--- src/rtl/keypad_pkg.sv ---
package keypad_pkg;

  // Matrix geometry and event store size
  localparam int ROWS       = 8;
  localparam int COLS       = 11;
  localparam int KEYS       = 88;
  localparam int IDS        = 96;
  localparam int FIFO_DEPTH = 16;

  // Register offsets
  localparam logic [7:0] REG_INT_STATUS   = 8'h01;
  localparam logic [7:0] REG_EVENT_STATUS = 8'h02;
  localparam logic [7:0] REG_FIFO_FIRST   = 8'h03;
  localparam logic [7:0] REG_FIFO_LAST    = 8'h12;
  localparam logic [7:0] REG_EVENT_CTRL   = 8'h3c;
  localparam logic [7:0] REG_SEL_A        = 8'h49;
  localparam logic [7:0] REG_SEL_B        = 8'h4a;
  localparam logic [7:0] REG_SEL_C        = 8'h4b;

  // Field positions
  localparam int CTRL_EVENT_IE = 0;
  localparam int CTRL_OVF_IE   = 1;
  localparam int CTRL_LOCK     = 2;
  localparam int CTRL_EXT_EN   = 3;
  localparam int INT_EVENT_BIT = 0;
  localparam int INT_OVF_BIT   = 1;
  localparam int STAT_LOCK_BIT = 5;

  // Reset values
  localparam logic [7:0] SEL_RESET  = 8'h00;
  localparam logic [7:0] CTRL_RESET = 8'h00;

  // Serial slave address, value is arbitrary
  localparam logic [6:0] SLAVE_ADDR = 7'h2a;

  // Timing
  localparam int CLOCK_HZ      = 20_000_000;
  localparam int SETTLE_NS     = 1000;
  localparam int SETTLE_CYCLES = (SETTLE_NS * (CLOCK_HZ / 1_000_000) + 999) / 1000;
  localparam int WAIT_US       = 10000;
  localparam int WAIT_CYCLES   = WAIT_US * (CLOCK_HZ / 1_000_000);

  typedef enum logic [2:0] {
    S_IDLE   = 3'b000,
    S_HIGH   = 3'b001,
    S_COL    = 3'b010,
    S_DECIDE = 3'b011,
    S_EMIT   = 3'b100,
    S_WAIT   = 3'b101
  } scan_state_t;

  typedef enum logic [2:0] {
    I_IDLE = 3'b000,
    I_ADDR = 3'b001,
    I_REG  = 3'b010,
    I_WR   = 3'b011,
    I_RD   = 3'b100
  } i2c_state_t;

endpackage : keypad_pkg

--- src/rtl/keypad_scan_event_fifo.sv ---
`timescale 1ns/1ps
module keypad_scan_event_fifo #(
  parameter int WAIT_CYCLES = keypad_pkg::WAIT_CYCLES
) (
  input  wire logic        clock_in,
  input  wire logic        reset_n_in,
  input  wire logic        ce_in,
  input  wire logic [7:0]  row_in,
  output logic      [10:0] col_out,
  output logic      [10:0] col_oe_out,
  input  wire logic        scl_in,
  input  wire logic        sda_in,
  output logic             sda_out,
  output logic             sda_oe_out,
  output logic             int_n_out,
  input  wire logic        ext_event_valid_in,
  input  wire logic [7:0]  ext_event_in,
  output logic             ext_event_ready_out
);

  localparam logic [17:0] WAIT_LAST   = 18'(WAIT_CYCLES - 1);
  localparam logic [17:0] SETTLE_LAST = 18'(keypad_pkg::SETTLE_CYCLES - 1);
  localparam logic [3:0]  COL_LAST    = 4'(keypad_pkg::COLS - 1);
  localparam logic [6:0]  IDX_LAST    = 7'(keypad_pkg::IDS - 1);
  localparam logic [4:0]  FIFO_FULL   = 5'(keypad_pkg::FIFO_DEPTH);

  ////////////////////////////////////////////////////////////////////////////
  // Registers

  logic [7:0]  sel_a_q;
  logic [7:0]  sel_b_q;
  logic [2:0]  sel_c_q;
  logic [7:0]  ctrl_q;
  logic        event_int_q;
  logic        ovf_q;
  logic [7:0]  fifo_q [keypad_pkg::FIFO_DEPTH];
  logic [4:0]  count_q;

  keypad_pkg::scan_state_t scan_st_q;
  logic [17:0] tmr_q;
  logic [3:0]  col_idx_q;
  logic [6:0]  idx_q;
  logic [87:0] scan_q;
  logic [95:0] first_q;
  logic [95:0] stable_q;
  logic [95:0] chg_q;
  logic        go_idle_q;
  logic [10:0] col_q;

  keypad_pkg::i2c_state_t i2c_st_q;
  logic        scl_q;
  logic        sda_q;
  logic [3:0]  cnt_q;
  logic [7:0]  sh_q;
  logic [7:0]  rd_sh_q;
  logic        ack_q;
  logic        rw_q;
  logic        nack_q;
  logic [7:0]  ptr_q;
  logic        sda_oe_q;

  ////////////////////////////////////////////////////////////////////////////
  // Serial register access decode

  wire scl_rise = scl_in & ~scl_q;
  wire scl_fall = ~scl_in & scl_q;
  wire start    = scl_in & scl_q & sda_q & ~sda_in;
  wire stop     = scl_in & scl_q & ~sda_q & sda_in;
  wire byte_end = scl_fall & ~ack_q & (cnt_q == 4'h8);
  wire in_fifo  = (ptr_q >= keypad_pkg::REG_FIFO_FIRST) && (ptr_q <= keypad_pkg::REG_FIFO_LAST);
  wire rd_load  = scl_fall & ack_q & (((i2c_st_q == keypad_pkg::I_ADDR) & rw_q) |
                                      ((i2c_st_q == keypad_pkg::I_RD) & ~nack_q));
  wire wr_stb   = byte_end & (i2c_st_q == keypad_pkg::I_WR);
  wire fifo_busy = (i2c_st_q != keypad_pkg::I_IDLE) & in_fifo;
  wire addr_hit  = (sh_q[7:1] == keypad_pkg::SLAVE_ADDR);
  wire fifo_empty = (count_q == 5'h00);
  wire fifo_full  = (count_q == FIFO_FULL);

  wire [7:0] head_entry = fifo_empty ? 8'h00 : fifo_q[0];
  wire [7:0] status_rd  = {2'h0, ctrl_q[keypad_pkg::CTRL_LOCK], count_q};
  wire [7:0] int_rd     = {6'h00, ovf_q, event_int_q};
  wire [7:0] rdata =
    in_fifo                                ? head_entry :
    (ptr_q == keypad_pkg::REG_INT_STATUS)   ? int_rd :
    (ptr_q == keypad_pkg::REG_EVENT_STATUS) ? status_rd :
    (ptr_q == keypad_pkg::REG_EVENT_CTRL)   ? ctrl_q :
    (ptr_q == keypad_pkg::REG_SEL_A)        ? sel_a_q :
    (ptr_q == keypad_pkg::REG_SEL_B)        ? sel_b_q :
    (ptr_q == keypad_pkg::REG_SEL_C)        ? {5'h00, sel_c_q} : 8'h00;

  wire pop = rd_load & in_fifo & ~fifo_empty;
  wire clr_event = wr_stb & (ptr_q == keypad_pkg::REG_INT_STATUS) & sh_q[keypad_pkg::INT_EVENT_BIT];
  wire clr_ovf   = wr_stb & (ptr_q == keypad_pkg::REG_INT_STATUS) & sh_q[keypad_pkg::INT_OVF_BIT];

  ////////////////////////////////////////////////////////////////////////////
  // Matrix sampling and decode

  wire [7:0]  row_en  = sel_a_q;
  wire [10:0] col_en  = {sel_c_q, sel_b_q};
  wire        row_low = |(~row_in & row_en);
  wire [95:0] sample;
  wire [7:0]  full_row;

  for (genvar r = 0; r < keypad_pkg::ROWS; r++)
  begin : g_row
    wire [10:0] keys = scan_q[r * keypad_pkg::COLS +: keypad_pkg::COLS];
    assign full_row[r] = row_en[r] & (|col_en) & (&(keys | ~col_en));
    assign sample[r * keypad_pkg::COLS +: keypad_pkg::COLS] = keys & {keypad_pkg::COLS{~full_row[r]}};
    assign sample[keypad_pkg::KEYS + r] = full_row[r];
  end

  wire [95:0] agree      = ~(sample ^ first_q);
  wire [95:0] chg_d      = agree & (sample ^ stable_q);
  wire [95:0] new_stable = stable_q ^ chg_d;

  ////////////////////////////////////////////////////////////////////////////
  // Event selection and store update

  wire       scan_req = (scan_st_q == keypad_pkg::S_EMIT) & chg_q[idx_q];
  wire [6:0] key_id   = 7'(idx_q + 7'h01);
  wire       ext_req  = ext_event_valid_in & ctrl_q[keypad_pkg::CTRL_EXT_EN] & ~scan_req;
  wire [7:0] ev_word  = scan_req ? {stable_q[idx_q], key_id} : ext_event_in;
  wire       ev_take  = (scan_req | ext_req) & ~fifo_busy;
  wire       locked   = ctrl_q[keypad_pkg::CTRL_LOCK];
  wire       push     = ev_take & ~locked & ~fifo_full;
  wire       ovf_set  = ev_take & ~locked & fifo_full;
  wire       emit_go  = ~(scan_req & fifo_busy);

  wire [10:0] col_d =
    (scan_st_q == keypad_pkg::S_COL)  ? ~(11'h001 << col_idx_q) :
    (scan_st_q == keypad_pkg::S_HIGH) ? 11'h7ff : 11'h000;

  assign col_out             = col_q;
  assign col_oe_out          = col_en;
  assign sda_out             = 1'b0;
  assign sda_oe_out          = sda_oe_q;
  assign ext_event_ready_out = ctrl_q[keypad_pkg::CTRL_EXT_EN] & ~scan_req & ~fifo_busy;
  assign int_n_out = ~((event_int_q & ctrl_q[keypad_pkg::CTRL_EVENT_IE]) |
                       (ovf_q & ctrl_q[keypad_pkg::CTRL_OVF_IE]));

  ////////////////////////////////////////////////////////////////////////////
  // Event store

  always_ff @(posedge clock_in or negedge reset_n_in)
  begin
    if (!reset_n_in)
    begin
      count_q <= 5'h00;
      for (int i = 0; i < keypad_pkg::FIFO_DEPTH; i++) fifo_q[i] <= 8'h00;
    end
    else if (ce_in)
    begin
      if (pop)
      begin
        for (int i = 0; i < keypad_pkg::FIFO_DEPTH - 1; i++) fifo_q[i] <= fifo_q[i + 1];
        fifo_q[keypad_pkg::FIFO_DEPTH - 1] <= 8'h00;
        count_q <= count_q - 5'h01;
      end
      else if (push)
      begin
        fifo_q[count_q[3:0]] <= ev_word;
        count_q <= count_q + 5'h01;
      end
    end
  end

  // Set wins over a clear in the same cycle
  always_ff @(posedge clock_in or negedge reset_n_in)
  begin
    if (!reset_n_in)
    begin
      event_int_q <= 1'b0;
      ovf_q       <= 1'b0;
    end
    else if (ce_in)
    begin
      event_int_q <= (event_int_q & ~clr_event) | push;
      ovf_q       <= (ovf_q & ~clr_ovf) | ovf_set;
    end
  end

  always_ff @(posedge clock_in or negedge reset_n_in)
  begin
    if (!reset_n_in)
    begin
      sel_a_q <= keypad_pkg::SEL_RESET;
      sel_b_q <= keypad_pkg::SEL_RESET;
      sel_c_q <= keypad_pkg::SEL_RESET[2:0];
      ctrl_q  <= keypad_pkg::CTRL_RESET;
    end
    else if (ce_in && wr_stb)
    begin
      if (ptr_q == keypad_pkg::REG_SEL_A) sel_a_q <= sh_q;
      if (ptr_q == keypad_pkg::REG_SEL_B) sel_b_q <= sh_q;
      if (ptr_q == keypad_pkg::REG_SEL_C) sel_c_q <= sh_q[2:0];
      if (ptr_q == keypad_pkg::REG_EVENT_CTRL) ctrl_q <= sh_q;
    end
  end

  ////////////////////////////////////////////////////////////////////////////
  // Key scanner

  always_ff @(posedge clock_in or negedge reset_n_in)
  begin
    if (!reset_n_in)
    begin
      scan_st_q <= keypad_pkg::S_IDLE;
      tmr_q     <= 18'h00000;
      col_idx_q <= 4'h0;
      idx_q     <= 7'h00;
      scan_q    <= '0;
      first_q   <= '0;
      stable_q  <= '0;
      chg_q     <= '0;
      go_idle_q <= 1'b0;
      col_q     <= 11'h000;
    end
    else if (ce_in)
    begin
      col_q <= col_d;
      tmr_q <= tmr_q + 18'h00001;
      unique case (scan_st_q)
        keypad_pkg::S_IDLE:
        begin
          tmr_q <= 18'h00000;
          if (row_low) scan_st_q <= keypad_pkg::S_HIGH;
        end
        keypad_pkg::S_HIGH:
        begin
          col_idx_q <= 4'h0;
          if (tmr_q == SETTLE_LAST)
          begin
            tmr_q     <= 18'h00000;
            scan_st_q <= keypad_pkg::S_COL;
          end
        end
        keypad_pkg::S_COL:
        begin
          if (tmr_q == SETTLE_LAST)
          begin
            tmr_q <= 18'h00000;
            for (int r = 0; r < keypad_pkg::ROWS; r++)
              scan_q[r * keypad_pkg::COLS + int'(col_idx_q)] <= ~row_in[r] & row_en[r] & col_en[col_idx_q];
            if (col_idx_q == COL_LAST) scan_st_q <= keypad_pkg::S_DECIDE;
            else col_idx_q <= col_idx_q + 4'h1;
          end
        end
        keypad_pkg::S_DECIDE:
        begin
          first_q   <= sample;
          stable_q  <= new_stable;
          chg_q     <= chg_d;
          go_idle_q <= ~(|sample) & ~(|new_stable);
          idx_q     <= 7'h00;
          scan_st_q <= keypad_pkg::S_EMIT;
        end
        keypad_pkg::S_EMIT:
        begin
          tmr_q <= 18'h00000;
          if (emit_go)
          begin
            idx_q <= idx_q + 7'h01;
            if (idx_q == IDX_LAST)
              scan_st_q <= go_idle_q ? keypad_pkg::S_IDLE : keypad_pkg::S_WAIT;
          end
        end
        keypad_pkg::S_WAIT:
        begin
          if (tmr_q == WAIT_LAST)
          begin
            tmr_q     <= 18'h00000;
            scan_st_q <= keypad_pkg::S_HIGH;
          end
        end
        default: scan_st_q <= keypad_pkg::S_IDLE;
      endcase
    end
  end

  ////////////////////////////////////////////////////////////////////////////
  // Serial register slave

  always_ff @(posedge clock_in or negedge reset_n_in)
  begin
    if (!reset_n_in)
    begin
      i2c_st_q <= keypad_pkg::I_IDLE;
      scl_q    <= 1'b1;
      sda_q    <= 1'b1;
      cnt_q    <= 4'h0;
      sh_q     <= 8'h00;
      rd_sh_q  <= 8'h00;
      ack_q    <= 1'b0;
      rw_q     <= 1'b0;
      nack_q   <= 1'b0;
      ptr_q    <= 8'h00;
      sda_oe_q <= 1'b0;
    end
    else if (ce_in)
    begin
      scl_q <= scl_in;
      sda_q <= sda_in;
      if (start)
      begin
        i2c_st_q <= keypad_pkg::I_ADDR;
        cnt_q    <= 4'h0;
        ack_q    <= 1'b0;
        sda_oe_q <= 1'b0;
      end
      else if (stop)
      begin
        i2c_st_q <= keypad_pkg::I_IDLE;
        ack_q    <= 1'b0;
        sda_oe_q <= 1'b0;
      end
      else if (i2c_st_q != keypad_pkg::I_IDLE)
      begin
        if (scl_rise)
        begin
          if (ack_q) nack_q <= sda_in;
          else
          begin
            cnt_q <= cnt_q + 4'h1;
            if (i2c_st_q != keypad_pkg::I_RD) sh_q <= {sh_q[6:0], sda_in};
          end
        end
        else if (scl_fall && ack_q)
        begin
          ack_q    <= 1'b0;
          sda_oe_q <= 1'b0;
          if (i2c_st_q == keypad_pkg::I_ADDR)
            i2c_st_q <= rw_q ? keypad_pkg::I_RD : keypad_pkg::I_REG;
          else if (i2c_st_q == keypad_pkg::I_REG)
            i2c_st_q <= keypad_pkg::I_WR;
          else if (i2c_st_q == keypad_pkg::I_RD && nack_q)
            i2c_st_q <= keypad_pkg::I_IDLE;
          if (rd_load)
          begin
            rd_sh_q  <= {rdata[6:0], 1'b0};
            sda_oe_q <= ~rdata[7];
            ptr_q    <= ptr_q + 8'h01;
          end
        end
        else if (byte_end)
        begin
          cnt_q <= 4'h0;
          ack_q <= 1'b1;
          unique case (i2c_st_q)
            keypad_pkg::I_ADDR:
            begin
              rw_q     <= sh_q[0];
              sda_oe_q <= addr_hit;
              if (!addr_hit) i2c_st_q <= keypad_pkg::I_IDLE;
            end
            keypad_pkg::I_REG:
            begin
              ptr_q    <= sh_q;
              sda_oe_q <= 1'b1;
            end
            keypad_pkg::I_WR:
            begin
              ptr_q    <= ptr_q + 8'h01;
              sda_oe_q <= 1'b1;
            end
            keypad_pkg::I_RD: sda_oe_q <= 1'b0;
            default: i2c_st_q <= keypad_pkg::I_IDLE;
          endcase
        end
        else if (scl_fall && i2c_st_q == keypad_pkg::I_RD)
        begin
          sda_oe_q <= ~rd_sh_q[7];
          rd_sh_q  <= {rd_sh_q[6:0], 1'b0};
        end
      end
    end
  end

  ////////////////////////////////////////////////////////////////////////////
  // Checks

  count_bound_a: assert property (@(posedge clock_in) disable iff (!reset_n_in)
    count_q <= FIFO_FULL) else $error("event count above sixteen");

  pop_count_a: assert property (@(posedge clock_in) disable iff (!reset_n_in)
    (ce_in && pop) |=> (count_q == $past(count_q) - 5'h01) && (fifo_q[0] == $past(fifo_q[1])))
    else $error("head read did not shift and decrement");

  push_tail_a: assert property (@(posedge clock_in) disable iff (!reset_n_in)
    (ce_in && push) |=> (count_q == $past(count_q) + 5'h01) && (fifo_q[$past(count_q[3:0])] == $past(ev_word)))
    else $error("event not stored at tail");

  head_read_a: assert property (@(posedge clock_in) disable iff (!reset_n_in)
    (ce_in && rd_load && in_fifo && !fifo_empty) |=> (sda_oe_q == ~$past(fifo_q[0][7])))
    else $error("read did not return head entry");

  hold_off_a: assert property (@(posedge clock_in) disable iff (!reset_n_in)
    fifo_busy |-> !push) else $error("store written during serial access");

  overflow_a: assert property (@(posedge clock_in) disable iff (!reset_n_in)
    (ce_in && ev_take && fifo_full && !locked) |=> ovf_q && (count_q == FIFO_FULL))
    else $error("overflow not flagged");

  lock_block_a: assert property (@(posedge clock_in) disable iff (!reset_n_in)
    (ce_in && locked && !clr_event) |=> $stable(count_q) || $past(pop))
    else $error("locked store changed count");

  event_int_a: assert property (@(posedge clock_in) disable iff (!reset_n_in)
    (ce_in && push) |=> event_int_q) else $error("event interrupt not raised");

  idle_cols_a: assert property (@(posedge clock_in) disable iff (!reset_n_in)
    (scan_st_q == keypad_pkg::S_IDLE) ##1 (scan_st_q == keypad_pkg::S_IDLE) |-> (col_out == 11'h000))
    else $error("columns not low while idle");

  key_id_a: assert property (@(posedge clock_in) disable iff (!reset_n_in)
    scan_req |-> (key_id >= 7'h01) && (key_id <= 7'h60)) else $error("identifier out of range");

endmodule : keypad_scan_event_fifo

--- config.mk ---
export PLATFORM = sky130hd
export DESIGN_NAME = keypad_scan_event_fifo
export DESIGN_NICKNAME = d
export VERILOG_FILES = /design/src/rtl/keypad_pkg.sv /design/src/rtl/keypad_scan_event_fifo.sv
export SDC_FILE = /design/constraint.sdc
export NUM_CORES = 2
export LEC_CHECK = 0
export ABC_AREA = 1
export BUFFER_PORTS_ARGS = -buffer_cell sky130_fd_sc_hd__buf_2
export CAP_MARGIN = 20
export CORE_MARGIN = 2
export CORE_UTILIZATION = 40
export CTS_BUF_LIST = sky130_fd_sc_hd__clkbuf_4 sky130_fd_sc_hd__clkbuf_8
export DETAILED_ROUTE_END_ITERATION = 10
export PLACE_DENSITY_LB_ADDON = 0.2
export SLEW_MARGIN = 25
export SYNTH_ARGS = -nofsm -noshare
export SYNTH_HDL_FRONTEND = slang
export SYNTH_SLANG_ARGS = --single-unit
--- constraint.sdc ---
create_clock -name clock_in -period 7.7 [get_ports clock_in]
set_clock_uncertainty 0.1 [all_clocks]
set_input_delay 0.385 -clock clock_in [delete_from_list [all_inputs] [get_ports clock_in]]
set_output_delay 0.385 -clock clock_in [all_outputs]
set_load 0.01 [all_outputs]
==> impl_metrics.json <==
{
  "cp-start-kind": "register",
  "core_um2": 95000,
  "hold_viol_final": 0,
  "seq_power_share": 0.425,
  "wl_per_cell_um": 19.3,
  "overflow": 0,
  "synth_cell_type_count": 64,
  "hold_class": "in2reg",
  "place.gp.congestion": 0.967,
  "max_clock_freq_mhz": 212,
  "die_h_um": 313,
  "avgSynthCellArea_um2": 6.73,
  "post-route-util": 0.445,
  "cpMaxStageDelayCell": "nand3_1",
  "ys_seq_area_frac": 0.404,
  "intPower_uw": 6320,
  "vias": 38800,
  "p_leak_uw": 0.0207,
  "netlist_instances": 5690,
  "power_switching_share": 0.326,
  "path_max_fanout": 75,
  "drtIter0Drc": 4091,
  "synth_area_leaders": "dfrtp_1, nand2_1, o21ai_0, nand3_1, nor2_1",
  "vdd_ir_drop_max_mv": 0.164,
  "drive_gt1_frac": 0.0679,
  "clk_pin_slew_ps": 60,
  "rsz0062_at_grt": "false",
  "cts_root_buffer": "clkbuf_8",
  "routed_wl_um": 136000,
  "ys.flop_type": "dfrtp_1",
  "synth_top_area_frac": 0.402,
  "power_density_nw_per_um2": 222,
  "grt_pass1_wl_um": 210000,
  "place.port_buffers": 46,
  "setup_viol": 0,
  "viasPerCell": 5.51,
  "rows": 113,
  "fin_crit_ps": 4710,
  "grt_max_degree": 211,
  "start_util": 0.403,
  "route.detailed.drc": 0,
  "ant_nets": 0,
  "antenna_found_initial": 6,
  "drtPass1Iterations": 6,
  "synth_edf_count": 0,
  "slew_viol_final": 0,
  "cp.arrival_ps": 5280,
  "crit_chain": "inv_1, nor2_1, inv_1, nor2_1, inv_1, nor2_1, nand3_1, clkinv_2, nand2_4, buf_4, nand2_2, nand2_1, nand2_1",
  "io_pins": 48,
  "required_ps": 8280,
  "pwr-share-comb": 0.178,
  "hpwl_um": 92200,
  "cts_buffers": 117,
  "grt_usage": 0.272,
  "die_w_um": 313,
  "insertion_delay_ps": 800,
  "syn_nets": 5747,
  "ys.warnings.count": 0,
  "setup_tns_ps": 0,
  "slowest_delay_ps": 630,
  "r2r_setup_slack_ps": 2990,
  "end_kind": "register",
  "grt_pass1_vias": 35800,
  "synth-seq-cells": 618,
  "relSlewSlack": 0.239,
  "fp.dieArea_um2": 98300,
  "cap_violations": 0,
  "p_clk_frac": 0.397,
  "cts_tree": "built",
  "async_reset_ff_frac": 1.00,
  "crit_family": "simple AND/OR/NAND/NOR gates",
  "critPathKind": "reg2reg",
  "outcome": "completed",
  "cts_setup_buffers": 0,
  "htreeDepth": 3,
  "fin_nets": 5727,
  "netlist_area_um2": 38300,
  "worst_pin_slew_ps": 1140,
  "area_growth_syn_to_layout_pct": 10.4,
  "netSwitchingPower_uw": 3060,
  "yosys.area.top_type": "dfrtp_1",
  "clockBufferDepth": 3,
  "finalCritPeriodShare": 0.611,
  "path_buf_inv": 5,
  "clock-sinks": 618
}
[state kept, by name, indices dropped and copies added (netlist names), 11 cells and up]
| register | count |
|---|---|
| chg_q | 96 |
| col_out | 11 |
| fifo_q | 128 |
| first_q | 96 |
| scan_q | 88 |
| stable_q | 96 |
| tmr_q | 18 |
[routing by layer]
layer	up-vias	wire length, um	GRT usage
met3	353	12700	0.0614
li1	18500	-	-
met2	1602	57100	0.403
met4	4	4820	0.0984
met1	18300	61100	0.389
met5	-	23	0
[cell usage after synthesis, types with 4 or more instances]
cell type / n
a211oi_1: 4
a21oi_1: 130
a221oi_1: 5
a22o_1: 19
a22oi_1: 4
a31oi_1: 30
buf_2: 61
buf_4: 9
buf_6: 9
clkbuf_1: 147
clkbuf_2: 9
clkinv_1: 7
dfrtp_1: 616
ha_1: 34
inv_1: 510
inv_2: 6
nand2_1: 1979
nand2_2: 10
nand2_4: 10
nand3_1: 458
nand3b_1: 5
nand4_1: 35
nand4_2: 10
nand4_4: 9
nor2_1: 543
nor3_1: 84
nor3b_1: 4
nor4_1: 11
o2111ai_1: 6
o211ai_1: 57
o21ai_0: 711
o21ai_1: 19
o21bai_1: 20
o221ai_1: 5
o22ai_1: 15
o31ai_1: 14
o41ai_1: 11
or2_2: 6
or3_1: 4
xor2_1: 23
[placed cells by master, fill, tap and decap left out, types with 9 or more instances in the layout]
cell,count
nor2_1,541
buf_2,45
clkbuf_8,157
nand4_2,10
o21ai_1,19
o21ai_0,711
o22ai_1,15
nand4_4,9
inv_1,506
nand4_1,35
clkbuf_4,23
nand2_1,1978
ha_1,34
buf_4,40
nand3_1,458
o21bai_1,20
a22o_1,19
o41ai_1,11
nand2_4,11
nand2_2,10
nor3_1,83
o211ai_1,57
nor4_1,11
dfrtp_1,614
clkinv_2,26
a31oi_1,30
a21oi_1,130
xor2_1,23
o31ai_1,14
[cell type report]
class                   instances  area, um2
diodes                          4       10.0
clock buffers                 180       2330
clock inverters                39        385
fillers                      9971      52700
inverters                     525       1990
multi-input cells            4308      19800
flip-flops and latches        618      15500
well taps                    1265       1580
repair buffers                100        736
[per-stage QoR]
| stage | hold slack [ps] | worst slack (ps) | cell area (um2) | std cells | total power [uW] |
|---|---|---|---|---|---|
| 2_1_floorplan | -10.6 | 4680 | 38300 | 5690 | 5150 |
| 3_3_place_gp | 362 | 3240 | 39500 | 6810 | 5660 |
| 3_5_place_dp | 366 | 3130 | 39500 | 6810 | 5690 |
| 4_1_cts | 15.5 | 3040 | 42300 | 7034 | 9440 |
| 5_1_grt | 41.4 | 2570 | 42300 | 7038 | 9930 |
| 6_report | 65.3 | 2990 | 42300 | 7039 | 9380 |
[final timing paths]
path | cells after the start | end | start
max | 13 | fifo_q[91] | scl_q
min | 3 | tmr_q[8] | ce_in
max reg2reg | 13 | fifo_q[91] | scl_q
min reg2reg | 2 | rd_sh_q[5] | rd_sh_q[5]
max in group asynchronous | 3 | scan_q[43] | reset_n_in
min in group asynchronous | 2 | stable_q[19] | reset_n_in
[logic make-up after synthesis]
| family | after synthesis | synth area share |
|---|---|---|
| xor gates and xnor gates | 25 | 0.00572 |
| other | 1 | 0.0000979 |
| AOI/OAI and AO/OA | 1062 | 0.152 |
| muxes | 2 | 0.000523 |
| and+or+nand+nor | 3183 | 0.346 |
| DFF | 618 | 0.404 |
| buffers and inverters | 764 | 0.0803 |
| adders and majority gates | 35 | 0.0116 |
[power by group through the flow]
stage	registers [uW]	logic, uW	clock network [uW]
2_1_floorplan	3950	1210	0
3_3_place_gp	4020	1630	0
3_5_place_dp	4030	1660	0
4_1_cts	3980	1670	3790
5_1_grt	4040	1940	3950
6_report	3990	1670	3720
[tightest hold or removal path, delay by kind of cell]
| family | cells | cell delay, ps |
|---|---|---|
| AOI/OAI and AO/OA | 1 | 160 |
| buffers and inverters | 2 | 330 |
[what timing repair did]
| action | CTS | global route |
|---|---|---|
| endpoints found under the hold margin | 94 | 0 |
| gates resized for setup | 0 | 0 |
| hold buffers | 5 | 0 |
| endpoints found under the setup margin | 0 | 0 |
(Power assumes the default switching activity.)
